[src/scfl_defines.svh]
`ifndef SCFL_DEFINES_SVH
`define SCFL_DEFINES_SVH
// Operation
// Indicator default polarity follows its latched strap
// Strap 0 gives active-high indicator, polarity 1
// Strap 1 gives active-low indicator, polarity 0
// Broadcast strap 0: answer address 0 too
// Broadcast strap 1: answer own address only
// Broadcast enable default is complemented strap
// Latch five-bit device mode at reset
// Interface strap: 0 full MAC, 1 reduced-pin
// Clock strap: 0 disables, 1 enables reference clock
// Style strap: 0 tri-colour, 1 individual indicators
// Capture straps on release of chip reset
// Own address is latched five-bit address strap
// Latched values hold until next reset release

// ----------------------------------------------------------------
// Widths and strap vector layout
// ----------------------------------------------------------------
`define SCFL_IND_COUNT 5
`define SCFL_MODE_W 5
`define SCFL_ADDR_W 5
`define SCFL_STRAP_W 19
`define SCFL_POS_IND 0
`define SCFL_POS_BCAST 5
`define SCFL_POS_MODE 6
`define SCFL_POS_IFSEL 11
`define SCFL_POS_CLKEN 12
`define SCFL_POS_STYLE 13
`define SCFL_POS_ADDR 14

// ----------------------------------------------------------------
// Timing: edges after reset release before straps are taken
// ----------------------------------------------------------------
`define SCFL_CAPTURE_DELAY 2'h2

// ----------------------------------------------------------------
// Register byte offsets
// ----------------------------------------------------------------
`define SCFL_OFS_STRAP_STATUS 8'h00
`define SCFL_OFS_IND_POLARITY 8'h04
`define SCFL_OFS_BCAST_ENABLE 8'h08
`define SCFL_OFS_ACTIVE_CFG 8'h0c

// ----------------------------------------------------------------
// Field positions and reset values
// ----------------------------------------------------------------
`define SCFL_STAT_VALID_BIT 31
`define SCFL_CFG_IFSEL_BIT 0
`define SCFL_CFG_CLKEN_BIT 1
`define SCFL_CFG_STYLE_BIT 2
`define SCFL_CFG_MODE_LSB 8
`define SCFL_CFG_ADDR_LSB 16
`define SCFL_RST_POLARITY 5'h00
`define SCFL_RST_BCAST 1'h0
`define SCFL_RST_STRAPS 19'h00000

`endif

[src/scfl_pkg.sv]
package scfl_pkg;

  // Bus slave phase, one-hot
  typedef enum logic [1:0] {
    SCFL_BUS_IDLE = 2'b01,
    SCFL_BUS_RDWAIT = 2'b10
  } scfl_bus_state_type;

  // Meaning of the interface-select strap
  typedef enum logic {
    SCFL_IF_FULL = 1'b0,
    SCFL_IF_REDUCED = 1'b1
  } scfl_if_sel_type;

endpackage

[src/scfl_strap_config_latch.sv]
// The register offsets and the AHB-Lite register port were chosen for this implementation.
`timescale 1ns/10ps
`include "scfl_defines.svh"

module scfl_strap_config_latch
  import scfl_pkg::*;
(
  // Clock and chip reset
  input wire logic hclk,
  input wire logic hresetn,
  // AHB-Lite slave
  input wire logic hsel,
  input wire logic [31:0] haddr,
  input wire logic [1:0] htrans,
  input wire logic hwrite,
  input wire logic [2:0] hsize,
  input wire logic [31:0] hwdata,
  input wire logic hready,
  output logic [31:0] hrdata,
  output logic hreadyout,
  output logic hresp,
  // Strap pins, asynchronous to hclk
  input wire logic [4:0] indicator_polarity_strap,
  input wire logic broadcast_address_strap,
  input wire logic [4:0] device_mode_strap,
  input wire logic interface_select_strap,
  input wire logic ref_clock_out_enable,
  input wire logic indicator_style_strap,
  input wire logic [4:0] station_address_strap,
  // Management address check
  input wire logic [4:0] mgmt_addr,
  output logic mgmt_addr_hit,
  // Configuration results
  output logic strap_valid,
  output logic [4:0] indicator_polarity,
  output logic broadcast_enable,
  output logic [4:0] device_mode,
  output logic reduced_pin_if,
  output logic ref_clock_out_pin_en,
  output logic indicator_individual,
  output logic [4:0] station_address
);

  // ----------------------------------------------------------------
  // Strap synchroniser
  // ----------------------------------------------------------------
  logic [`SCFL_STRAP_W-1:0] strap_pins;
  logic [`SCFL_STRAP_W-1:0] strap_meta_ff;
  logic [`SCFL_STRAP_W-1:0] strap_sync_ff;

  // Field order follows the strap vector layout in the defines
  assign strap_pins = {station_address_strap, indicator_style_strap, ref_clock_out_enable,
                       interface_select_strap, device_mode_strap, broadcast_address_strap,
                       indicator_polarity_strap};

  // Pins are board levels, so two stages before anything looks at them
  always_ff @(posedge hclk or negedge hresetn) begin
    if (!hresetn) begin
      strap_meta_ff <= `SCFL_RST_STRAPS;
      strap_sync_ff <= `SCFL_RST_STRAPS;
    end else begin
      strap_meta_ff <= strap_pins;
      strap_sync_ff <= strap_meta_ff;
    end
  end

  // ----------------------------------------------------------------
  // Capture at reset release
  // ----------------------------------------------------------------
  logic [1:0] cap_cnt_ff;
  logic [1:0] nxt_cap_cnt;
  logic strap_valid_ff;
  logic cap_wait_done;
  logic capture;
  logic [`SCFL_STRAP_W-1:0] strap_ff;

  // Wait until the synchroniser holds post-release levels
  assign cap_wait_done = (cap_cnt_ff == `SCFL_CAPTURE_DELAY);
  assign capture = !strap_valid_ff && cap_wait_done;
  assign nxt_cap_cnt = cap_cnt_ff + 2'h1;

  // Counter parks at the delay so capture cannot repeat
  always_ff @(posedge hclk or negedge hresetn) begin
    if (!hresetn) begin
      cap_cnt_ff <= 2'h0;
    end else if (!cap_wait_done) begin
      cap_cnt_ff <= nxt_cap_cnt;
    end
  end

  // One capture per reset; nothing reloads until the next release
  always_ff @(posedge hclk or negedge hresetn) begin
    if (!hresetn) begin
      strap_valid_ff <= 1'b0;
      strap_ff <= `SCFL_RST_STRAPS;
    end else if (capture) begin
      strap_valid_ff <= 1'b1;
      strap_ff <= strap_sync_ff;
    end
  end

  // ----------------------------------------------------------------
  // Strap field views
  // ----------------------------------------------------------------
  logic [4:0] lat_ind;
  logic lat_bcast;
  logic [4:0] lat_mode;
  logic lat_ifsel;
  logic lat_clken;
  logic lat_style;
  logic [4:0] lat_addr;
  logic [4:0] dflt_polarity;

  // Named slices of the latched vector; all stay put until reset
  assign lat_ind = strap_ff[`SCFL_POS_IND +: `SCFL_IND_COUNT];
  assign lat_bcast = strap_ff[`SCFL_POS_BCAST];
  assign lat_mode = strap_ff[`SCFL_POS_MODE +: `SCFL_MODE_W];
  assign lat_ifsel = strap_ff[`SCFL_POS_IFSEL];
  assign lat_clken = strap_ff[`SCFL_POS_CLKEN];
  assign lat_style = strap_ff[`SCFL_POS_STYLE];
  assign lat_addr = strap_ff[`SCFL_POS_ADDR +: `SCFL_ADDR_W];

  // Pulled low means indicator to ground, so drive it active high
  genvar gi;
  generate
    for (gi = 0; gi < `SCFL_IND_COUNT; gi = gi + 1) begin : g_pol
      assign dflt_polarity[gi] = ~strap_sync_ff[`SCFL_POS_IND + gi];
    end
  endgenerate

  scfl_if_sel_type if_sel;

  // Typed view keeps the interface strap sense in one place
  assign if_sel = scfl_if_sel_type'(lat_ifsel);

  // ----------------------------------------------------------------
  // AHB-Lite address phase
  // ----------------------------------------------------------------
  scfl_bus_state_type bus_state_ff;
  scfl_bus_state_type nxt_bus_state;
  logic addr_phase;
  logic wr_pend_ff;
  logic [7:0] addr_ff;

  // Only NONSEQ/SEQ while the bus is ready start a transfer
  assign addr_phase = hsel && hready && htrans[1];

  // Address and direction kept for the data phase; a stalled bus keeps them
  always_ff @(posedge hclk or negedge hresetn) begin
    if (!hresetn) begin
      wr_pend_ff <= 1'b0;
      addr_ff <= 8'h00;
    end else if (hready) begin
      wr_pend_ff <= addr_phase && hwrite;
      if (addr_phase) begin
        addr_ff <= haddr[7:0];
      end
    end
  end

  // Reads take one wait state so a write just ahead is already stored
  always_comb begin
    nxt_bus_state = bus_state_ff;
    case (bus_state_ff)
      SCFL_BUS_IDLE: begin
        if (addr_phase && !hwrite) begin
          nxt_bus_state = SCFL_BUS_RDWAIT;
        end
      end
      SCFL_BUS_RDWAIT: begin
        nxt_bus_state = SCFL_BUS_IDLE;
      end
      default: begin
        nxt_bus_state = SCFL_BUS_IDLE;
      end
    endcase
  end

  // Phase register
  always_ff @(posedge hclk or negedge hresetn) begin
    if (!hresetn) begin
      bus_state_ff <= SCFL_BUS_IDLE;
    end else begin
      bus_state_ff <= nxt_bus_state;
    end
  end

  // Only reads stall; every answer is OKAY
  assign hreadyout = (bus_state_ff != SCFL_BUS_RDWAIT);
  assign hresp = 1'b0;

  // ----------------------------------------------------------------
  // Software-visible control registers
  // ----------------------------------------------------------------
  logic [4:0] polarity_ff;
  logic bcast_en_ff;
  logic wr_commit;
  logic wr_polarity;
  logic wr_bcast;

  // Write data phase ends on this edge; hsize is word only, not checked
  assign wr_commit = wr_pend_ff && hreadyout;

  // One strobe per writable register; read-only offsets never strobe
  assign wr_polarity = wr_commit && (addr_ff == `SCFL_OFS_IND_POLARITY);
  assign wr_bcast = wr_commit && (addr_ff == `SCFL_OFS_BCAST_ENABLE);

  // Strap gives the default, software may override later
  always_ff @(posedge hclk or negedge hresetn) begin
    if (!hresetn) begin
      polarity_ff <= `SCFL_RST_POLARITY;
    end else if (capture) begin
      polarity_ff <= dflt_polarity;
    end else if (wr_polarity) begin
      polarity_ff <= hwdata[4:0];
    end
  end

  // Register bit has the opposite sense of the strap pin
  always_ff @(posedge hclk or negedge hresetn) begin
    if (!hresetn) begin
      bcast_en_ff <= `SCFL_RST_BCAST;
    end else if (capture) begin
      bcast_en_ff <= ~strap_sync_ff[`SCFL_POS_BCAST];
    end else if (wr_bcast) begin
      bcast_en_ff <= hwdata[0];
    end
  end

  // ----------------------------------------------------------------
  // Read data
  // ----------------------------------------------------------------
  logic [31:0] status_word;
  logic [31:0] polarity_word;
  logic [31:0] bcast_word;
  logic [31:0] cfg_word;
  logic [31:0] rd_value;
  logic [31:0] hrdata_ff;

  // Latched strap vector with the capture flag on top
  always_comb begin
    status_word = 32'h00000000;
    status_word[`SCFL_POS_IND +: `SCFL_IND_COUNT] = lat_ind;
    status_word[`SCFL_POS_BCAST] = lat_bcast;
    status_word[`SCFL_POS_MODE +: `SCFL_MODE_W] = lat_mode;
    status_word[`SCFL_POS_IFSEL] = lat_ifsel;
    status_word[`SCFL_POS_CLKEN] = lat_clken;
    status_word[`SCFL_POS_STYLE] = lat_style;
    status_word[`SCFL_POS_ADDR +: `SCFL_ADDR_W] = lat_addr;
    status_word[`SCFL_STAT_VALID_BIT] = strap_valid_ff;
  end

  // Writable registers read back what software or the strap left there
  always_comb begin
    polarity_word = 32'h00000000;
    polarity_word[4:0] = polarity_ff;
    bcast_word = 32'h00000000;
    bcast_word[0] = bcast_en_ff;
  end

  // Settings in use, packed by function rather than by pin order
  always_comb begin
    cfg_word = 32'h00000000;
    cfg_word[`SCFL_CFG_IFSEL_BIT] = lat_ifsel;
    cfg_word[`SCFL_CFG_CLKEN_BIT] = lat_clken;
    cfg_word[`SCFL_CFG_STYLE_BIT] = lat_style;
    cfg_word[`SCFL_CFG_MODE_LSB +: `SCFL_MODE_W] = lat_mode;
    cfg_word[`SCFL_CFG_ADDR_LSB +: `SCFL_ADDR_W] = lat_addr;
  end

  // Offset select on the address kept from the address phase
  always_comb begin
    rd_value = 32'h00000000;
    case (addr_ff)
      `SCFL_OFS_STRAP_STATUS: begin
        rd_value = status_word;
      end
      `SCFL_OFS_IND_POLARITY: begin
        rd_value = polarity_word;
      end
      `SCFL_OFS_BCAST_ENABLE: begin
        rd_value = bcast_word;
      end
      `SCFL_OFS_ACTIVE_CFG: begin
        rd_value = cfg_word;
      end
      default: begin
        rd_value = 32'h00000000; // Unmapped reads as zero
      end
    endcase
  end

  // Loaded in the wait state, so a write just ahead is already visible
  always_ff @(posedge hclk or negedge hresetn) begin
    if (!hresetn) begin
      hrdata_ff <= 32'h00000000;
    end else if (bus_state_ff == SCFL_BUS_RDWAIT) begin
      hrdata_ff <= rd_value;
    end
  end

  // Holds until the next read reloads it
  assign hrdata = hrdata_ff;

  // ----------------------------------------------------------------
  // Management address match
  // ----------------------------------------------------------------
  logic own_match;
  logic zero_match;
  logic hit_ff;

  // Own address always answers; address 0 only while broadcast is enabled
  assign own_match = (mgmt_addr == lat_addr);
  assign zero_match = bcast_en_ff && (mgmt_addr == 5'h00);

  // Registered so the answer is a clean level one cycle after mgmt_addr
  always_ff @(posedge hclk or negedge hresetn) begin
    if (!hresetn) begin
      hit_ff <= 1'b0;
    end else begin
      hit_ff <= strap_valid_ff && (own_match || zero_match);
    end
  end

  // ----------------------------------------------------------------
  // Configuration outputs, all flip-flop driven
  // ----------------------------------------------------------------
  // Bus-side status
  assign mgmt_addr_hit = hit_ff;
  assign strap_valid = strap_valid_ff;

  // Settings for the rest of the device
  assign indicator_polarity = polarity_ff;
  assign broadcast_enable = bcast_en_ff;
  assign device_mode = lat_mode;
  assign reduced_pin_if = (if_sel == SCFL_IF_REDUCED);
  assign ref_clock_out_pin_en = lat_clken;
  assign indicator_individual = lat_style;
  assign station_address = lat_addr;

endmodule

[config.mk]
export PLATFORM = sky130hd
export DESIGN_NAME = scfl_strap_config_latch
export DESIGN_NICKNAME = d
export VERILOG_FILES = /design/src/scfl_pkg.sv /design/src/scfl_strap_config_latch.sv
export VERILOG_INCLUDE_DIRS = /design/src /design/src/src
export SDC_FILE = /design/constraint.sdc
export NUM_CORES = 1
export LEC_CHECK = 0
export ABC_AREA = 1
export BUFFER_PORTS_ARGS = -buffer_cell sky130_fd_sc_hd__buf_2
export CORE_MARGIN = 8
export CORE_UTILIZATION = 45
export CTS_CLUSTER_SIZE = 24
export DETAILED_ROUTE_END_ITERATION = 10
export PLACE_DENSITY = 0.75
export SLEW_MARGIN = 20
export SYNTH_ARGS = -nofsm -noshare
export SYNTH_HDL_FRONTEND = slang
export SYNTH_SLANG_ARGS = --single-unit
[constraint.sdc]
create_clock -name hclk -period 1.5 [get_ports hclk]
set_input_delay 0.075 -clock hclk [delete_from_list [all_inputs] [get_ports hclk]]
set_output_delay 0.075 -clock hclk [all_outputs]
set_load 0.02 [all_outputs]
==> results of run 1 <==
[placed cells by master, fill, tap and decap left out, types with 2 or more instances in the layout]
| master | instances |
|---|---|
| xnor2_1 | 6 |
| o21ai_0 | 9 |
| dlygate4sd3_1 | 30 |
| dfrtp_1 | 99 |
| a21oi_1 | 2 |
| buf_4 | 13 |
| buf_2 | 84 |
| clkbuf_8 | 9 |
| inv_1 | 18 |
| nor2_1 | 12 |
| nand2_1 | 142 |
| nor2_4 | 3 |
| inv_8 | 2 |
| nor3_1 | 2 |
| clkinvlp_4 | 3 |
| conb_1 | 11 |
| o21ai_1 | 20 |
| o21a_1 | 4 |
| nand2_2 | 3 |
| inv_2 | 6 |
| nand3_1 | 22 |
| or2_1 | 4 |
| buf_12 | 3 |
[critical path, cell delays in order, from the launching register on]
cell	delay, ps
dfstp_2	540
inv_2	60
nand2_8	100
buf_12	160
buf_4	150
[stage by stage]
| step | worst slack (ps) | instance area [um2] | util, % | instances | hold WS [ps] |
|---|---|---|---|---|---|
| floorplan | 131 | 3950 | - | 404 | -221 |
| global placement | 60.8 | 4430 | 51.5 | 580 | 23.3 |
| detailed placement | 20.3 | 4430 | 51.5 | 580 | 26.5 |
| CTS | 6.93 | 4930 | 57.4 | 626 | 2.08 |
| global route | 0.0855 | 4960 | 57.8 | 627 | 16.8 |
| finish | 57.4 | 4960 | 57.8 | 627 | 17.0 |
[what timing repair did]
action,CTS,global route
gates cloned,0,0
endpoints found under the hold margin,130,0
setup buffers,0,1
gates resized for setup,6,4
endpoints found under the setup margin,6,11
hold buffers,30,0
pin swaps,0,0
[how the worst min path moves through the flow]
stage	from	endpoint	slack, ps	depth (start not counted)
after floorplan	hresetn	addr_ff[0]	-220	0
after global placement	hresetn	hrdata[7]	20	1
after detailed placement	hresetn	hrdata[7]	30	1
after CTS	hwdata[2]	indicator_polarity[2]	2	5
after global routing	hwdata[3]	indicator_polarity[3]	20	5
final	hwdata[3]	indicator_polarity[3]	20	5
[per-layer routing]
layer  part of all wire (%)  vias to the layer above
met1                     40                     1391
met2                     51                       92
met3                    6.9                       12
li1                       -                     1434
met5                      0                        -
met4                    2.0                        0
[registers in the layout, summed over array words and instances (netlist names)]
register            cells
addr_ff                 8
broadcast_enable        1
bus_state_ff            2
cap_cnt_ff              2
hrdata                 22
indicator_polarity      5
mgmt_addr_hit           1
strap_ff               19
strap_meta_ff          19
strap_sync_ff          19
strap_valid             1
wr_pend_ff              1
[cells by family (layout without fill, tap and decap cells)]
kind of cell	Yosys count	after routing	share of synthesized area (%)
simple gates	195	195	21.7
buf+inv	56	171	7.80
other cells	1	11	0.0958
xor+xnor	6	6	1.34
fa+ha+maj	1	1	0.320
compound gates	35	35	4.73
flops	100	100	64.0
[layout make-up]
type	instances	area, um2
Clock buffer	9	124
Clock inverter	7	58.8
Fill cell	731	3630
Inverter	25	96.3
Multi-Input combinational cell	248	1170
Sequential cell	100	2500
Tap cell	108	135
Timing Repair Buffer	130	878
[where the power goes]
group | leakage, nW | switching (W) | internal [W]
sequential | 1.22 | 0.0000802 | 0.00282
combinational | 1.27 | 0.000317 | 0.000213
clock | 0.0857 | 0.000969 | 0.000629
==> impl_metrics.yaml, run 1 <==
run_status:
  status: "finished, final reports clean"
die:
  die_w_um: 109
  start_util_pct: 45.5
  design.die.area_um2: 11900
  die_y_um: 109
  ios: 153
  fp.coreArea_um2: 8590
  rows: 34
finish:
  nets: 613
  drive_gt1_share_pct: 26.0
  diodes: 0
  area_growth_pct: 26.9
clocking:
  numClockSinks: 100
  path_clk_slew_ps: 100
  clock_path_buffers: 2
  cts_made_buffers: 9
  clockRootBuffer: "clkbuf_8"
  cts_tree: "done"
  clk_latency_ps: 360
  htreeDepth: 3
detailed_routing:
  ant_nets: 0
  drt_pass1_iterations: 4
  drtIter0Drc: 135
  drt-total-wl_mm: 8.60
  drcViolationCount: 0
  wire_per_inst_um: 13.7
  via_count: 2929
  avgViaCountPerCell: 4.67
grt:
  met2_usage_pct: 25.2
  grt_util_met1_pct: 17.1
  globalRouteMet3Util_pct: 3.90
  grt_pass1_vias: 2955
  grt_first_pass_wirelength_mm: 13.7
  grt_max_degree: 40
  grt_use_total_pct: 14.6
  top_usage_layer: "met2"
  overflow: 0
  antenna_found_initial: 0
synth:
  synth_edf_count: 0
  yosysSeqAreaShare_pct: 64.0
  synth-seq-cells: 100
  synth.cells.most_frequent: "nand2_1 (142), dfrtp_1 (99), buf_4 (22), nand3_1 (22), o21ai_1 (20)"
  avgSynthCellArea_um2: 9.93
  async_reset_ff_share_pct: 100
  yosysUniqueCellTypes: 28
  synth_top_cell_area_share_pct: 63.3
  synthCells: 394
  yosys_warnings: 0
  synthFlopType: "dfrtp_1"
  synth_area_um2: 3910
  synth_most_common_cell: "nand2_1"
  synth_area_leaders: "dfrtp_1 (63%), nand2_1 (14%), buf_4 (4.2%)"
  yosys.area.top_type: "dfrtp_1"
power_and_ir_drop:
  worst_ir_drop_vdd_uv: 490
  p_per_area_nw_per_um2: 1010
  finalPower_w: 0.00503
  p_leak_nw: 2.58
place:
  place.gp.congestion: 0.828
  place_hpwl_mm: 6.29
  port_buffers: 86
worst_setup_path:
  arrival_ps: 1370
  ff2ff_path_depth: 9
  critical_path.startpoint: "bus_state_ff[0]"
  ff2ff_setup_slack_ps: 120
  cp.required_ps: 1420
  end_kind: "output pin"
  critPathLaunchType: "flop"
  crit_fanout: 21
  worstSetupPathType: "flop to output pin"
  rr_startpoint: "cap_cnt_ff[0]"
  endpoint: "hreadyout"
  reg2reg_to: "indicator_polarity[1]"
hold_path:
  hp-class: "primary input to flop"
timing:
  min_period_over_period_pct: 96.2
  grt_setup_unrepaired: "false"
  min_period_ps: 1440
  max_freq_mhz: 693
  worst_clock_skew_ps: 8.73
  setup_viol: 0
  fin_tns_setup_ps: 0
  hold_viol: 0
  slew_viol_final: 0
job:
  drv_cap: 0
No activity file was read; power rests on OpenSTA's default activity.
==> run 2: changes to the inputs <==
ABC_AREA = not set   (was 1)
==> impl_metrics.yaml, run 2 <==
run_status:
  status: "finished with violations"
  violations: "setup timing"
synth:
  synth_area_um2: 3780
  yosysSeqAreaShare_pct: 66.3
  synth_most_common_cell: "dfrtp_1"
  synth.cells.most_frequent: "dfrtp_1 (99), nand2_1 (70), buf_4 (21), a22oi_1 (14), o21ai_0 (12)"
  synth_area_leaders: "dfrtp_1 (66%), nand2_1 (7.0%), buf_4 (4.2%)"
  synth_top_cell_area_share_pct: 65.6
  synthCells: 311
  yosysUniqueCellTypes: 39
  async_reset_ff_share_pct: 100
  synth_edf_count: 0
  synth-seq-cells: 100
  synthFlopType: "dfrtp_1"
  avgSynthCellArea_um2: 12.1
  yosys.area.top_type: "dfrtp_1"
  yosys_warnings: 0
finish:
  area_growth_pct: 36.4
  layout_commonest_cell: "dfrtp_1"
  nets: 543
  largest_reg_flops: 22
  instances_no_fill: 554
  diodes: 0
  drive_gt1_share_pct: 36.3
  seqCellArea_um2: 2500
  mostFrequentLayoutCells: "dfrtp_1 (99), buf_2 (84), nand2_1 (70), dlygate4sd3_1 (32), buf_4 (21)"
  fillers: 628
  multi_input_area_um2: 1220
timing:
  hold_viol: 0
  slew_viol_final: 0
  worst_clock_skew_ps: 7.79
  setup_viol: 28
  setup_slack_ps: -463
  min_period_ps: 1960
  hold_ws_ps: 22.3
  grt_setup_unrepaired: "true"
  min_period_over_period_pct: 131
  fin_tns_setup_ps: -9110
  max_freq_mhz: 510
grt:
  grt_first_pass_wirelength_mm: 14.2
  grt_max_degree: 34
  antenna_found_initial: 0
  grt_pass1_vias: 2827
  overflow: 0
  grt_use_total_pct: 15.6
worst_setup_path:
  path_delay_family: "simple AND/OR/NAND/NOR gates"
  critPathLaunchType: "flop"
  crit_fanout: 7
  slowest_delay_ps: 550
  ff2ff_setup_slack_ps: -460
  worstSetupPathType: "flop to flop"
  crit_chain: "or4_4 > or4_4 > nor3_4 > a22o_1"
  arrival_ps: 2270
  cp.buffers_inverters: 0
  ff2ff_path_depth: 4
  cp.depth: 4
  cp.required_ps: 1800
  end_kind: "flop"
  cp_slowest_cell: "or4_4"
  crit_path_frequent_cell: "or4_4"
detailed_routing:
  wire_per_inst_um: 15.9
  drtIter0Drc: 142
  via_count: 2750
  drcViolationCount: 0
  drt_pass1_iterations: 4
  ant_nets: 0
  drt-total-wl_mm: 8.80
  avgViaCountPerCell: 4.96
die:
  design.die.area_um2: 11600
  rows: 33
  die_y_um: 108
  start_util_pct: 46.2
  fp.coreArea_um2: 8180
  ios: 153
  die_w_um: 108
hold_path:
  holdPathStages: 4
  hp-class: "primary input to flop"
power_and_ir_drop:
  finalPower_w: 0.00542
  p_leak_nw: 2.51
  worst_ir_drop_vdd_uv: 708
  p_per_area_nw_per_um2: 1050
job:
  drv_cap: 0
clocking:
  cts_made_buffers: 9
  clock_path_buffers: 2
  numClockSinks: 100
  clockRootBuffer: "clkbuf_8"
  htreeDepth: 3
  clk_latency_ps: 360
  cts_tree: "done"
  path_clk_slew_ps: 100
place:
  place.gp.congestion: 0.825
  place_inst: 500
  port_buffers: 86
  place_hpwl_mm: 6.13
-- run 2: cell count changes after synthesis, sizes merged, moves of 7 or more --
cell,change
a22o,+7
a22oi,+14
inv,-20
mux2,+10
nand2,-76
nand3,-15
nor2,-16
o21ai,-17
o31ai,+10
-- run 2: worst reg2reg max path, delay by kind of cell, from the launching register on --
kind	cells	cell delay [ps]
and+or+nand+nor	3	1330
AOI/OAI and AO/OA	1	200
DFF	1	390
-- run 2: what timing repair did --
| action | CTS | global route |
|---|---|---|
| hold buffers | 32 | 0 |
| buffers inserted | 3 | 2 |
| endpoints found under the hold margin | 91 | 0 |
| setup endpoints to repair | 44 | 42 |
| resized for setup | 28 | 12 |
| pin swaps | 6 | 4 |
| cloned | 1 | 0 |
-- run 2: worst paths after layout --
path / startpoint / end
setup / recovery: addr_ff[4] / hrdata[6]
hold / removal: mgmt_addr[4] / mgmt_addr_hit
setup reg to reg: addr_ff[4] / hrdata[6]
hold reg to reg: strap_meta_ff[2] / strap_sync_ff[2]
max in group asynchronous: hresetn / bus_state_ff[0]
min in group asynchronous: hresetn / strap_meta_ff[6]
-- run 2: metal layers --
metal	GRT usage, %	share of wire, %	vias to the layer above
li1	-	-	1295
met1	19.7	42	1355
met2	24.9	50	88
met3	3.59	6.4	12
met4	7.63	1.8	0
met5	0	0	-
-- run 2: area by class of cell --
cell class,count,share of cell area [%]
clock inverters,6,1.41
flip-flops and latches,100,48.6
multi-input cells,181,23.6
well taps,105,2.55
inverters,5,0.364
repair buffers,147,21.0
clock buffers,10,2.48
-- run 2: metrics by stage --
stage          util [%]  cell area, um2  worst slack, ps
3_3_place_gp       53.4            4360             -409
2_1_floorplan         -            3830             -481
6_report           63.0            5150             -463
5_1_grt            63.0            5150             -525
3_5_place_dp       53.4            4360             -432
4_1_cts            61.8            5050             -458
-- run 2: cell families after synthesis --
| family | Yosys count | share of synthesized area [%] |
|---|---|---|
| muxes | 13 | 4.11 |
| other | 1 | 0.0993 |
| DFF | 100 | 66.3 |
| and+or+nand+nor | 97 | 11.7 |
| adders and majority gates | 1 | 0.331 |
| buffers and inverters | 40 | 6.26 |
| AOI/OAI and AO/OA | 53 | 9.77 |
| xor gates and xnor gates | 6 | 1.39 |
-- run 2: power by group --
group	internal, W	switching, W	total [W]
sequential	0.00284	0.000120	0.00296
combinational	0.000342	0.000401	0.000743
clock	0.000789	0.000922	0.00171
total	0.00398	0.00144	0.00542
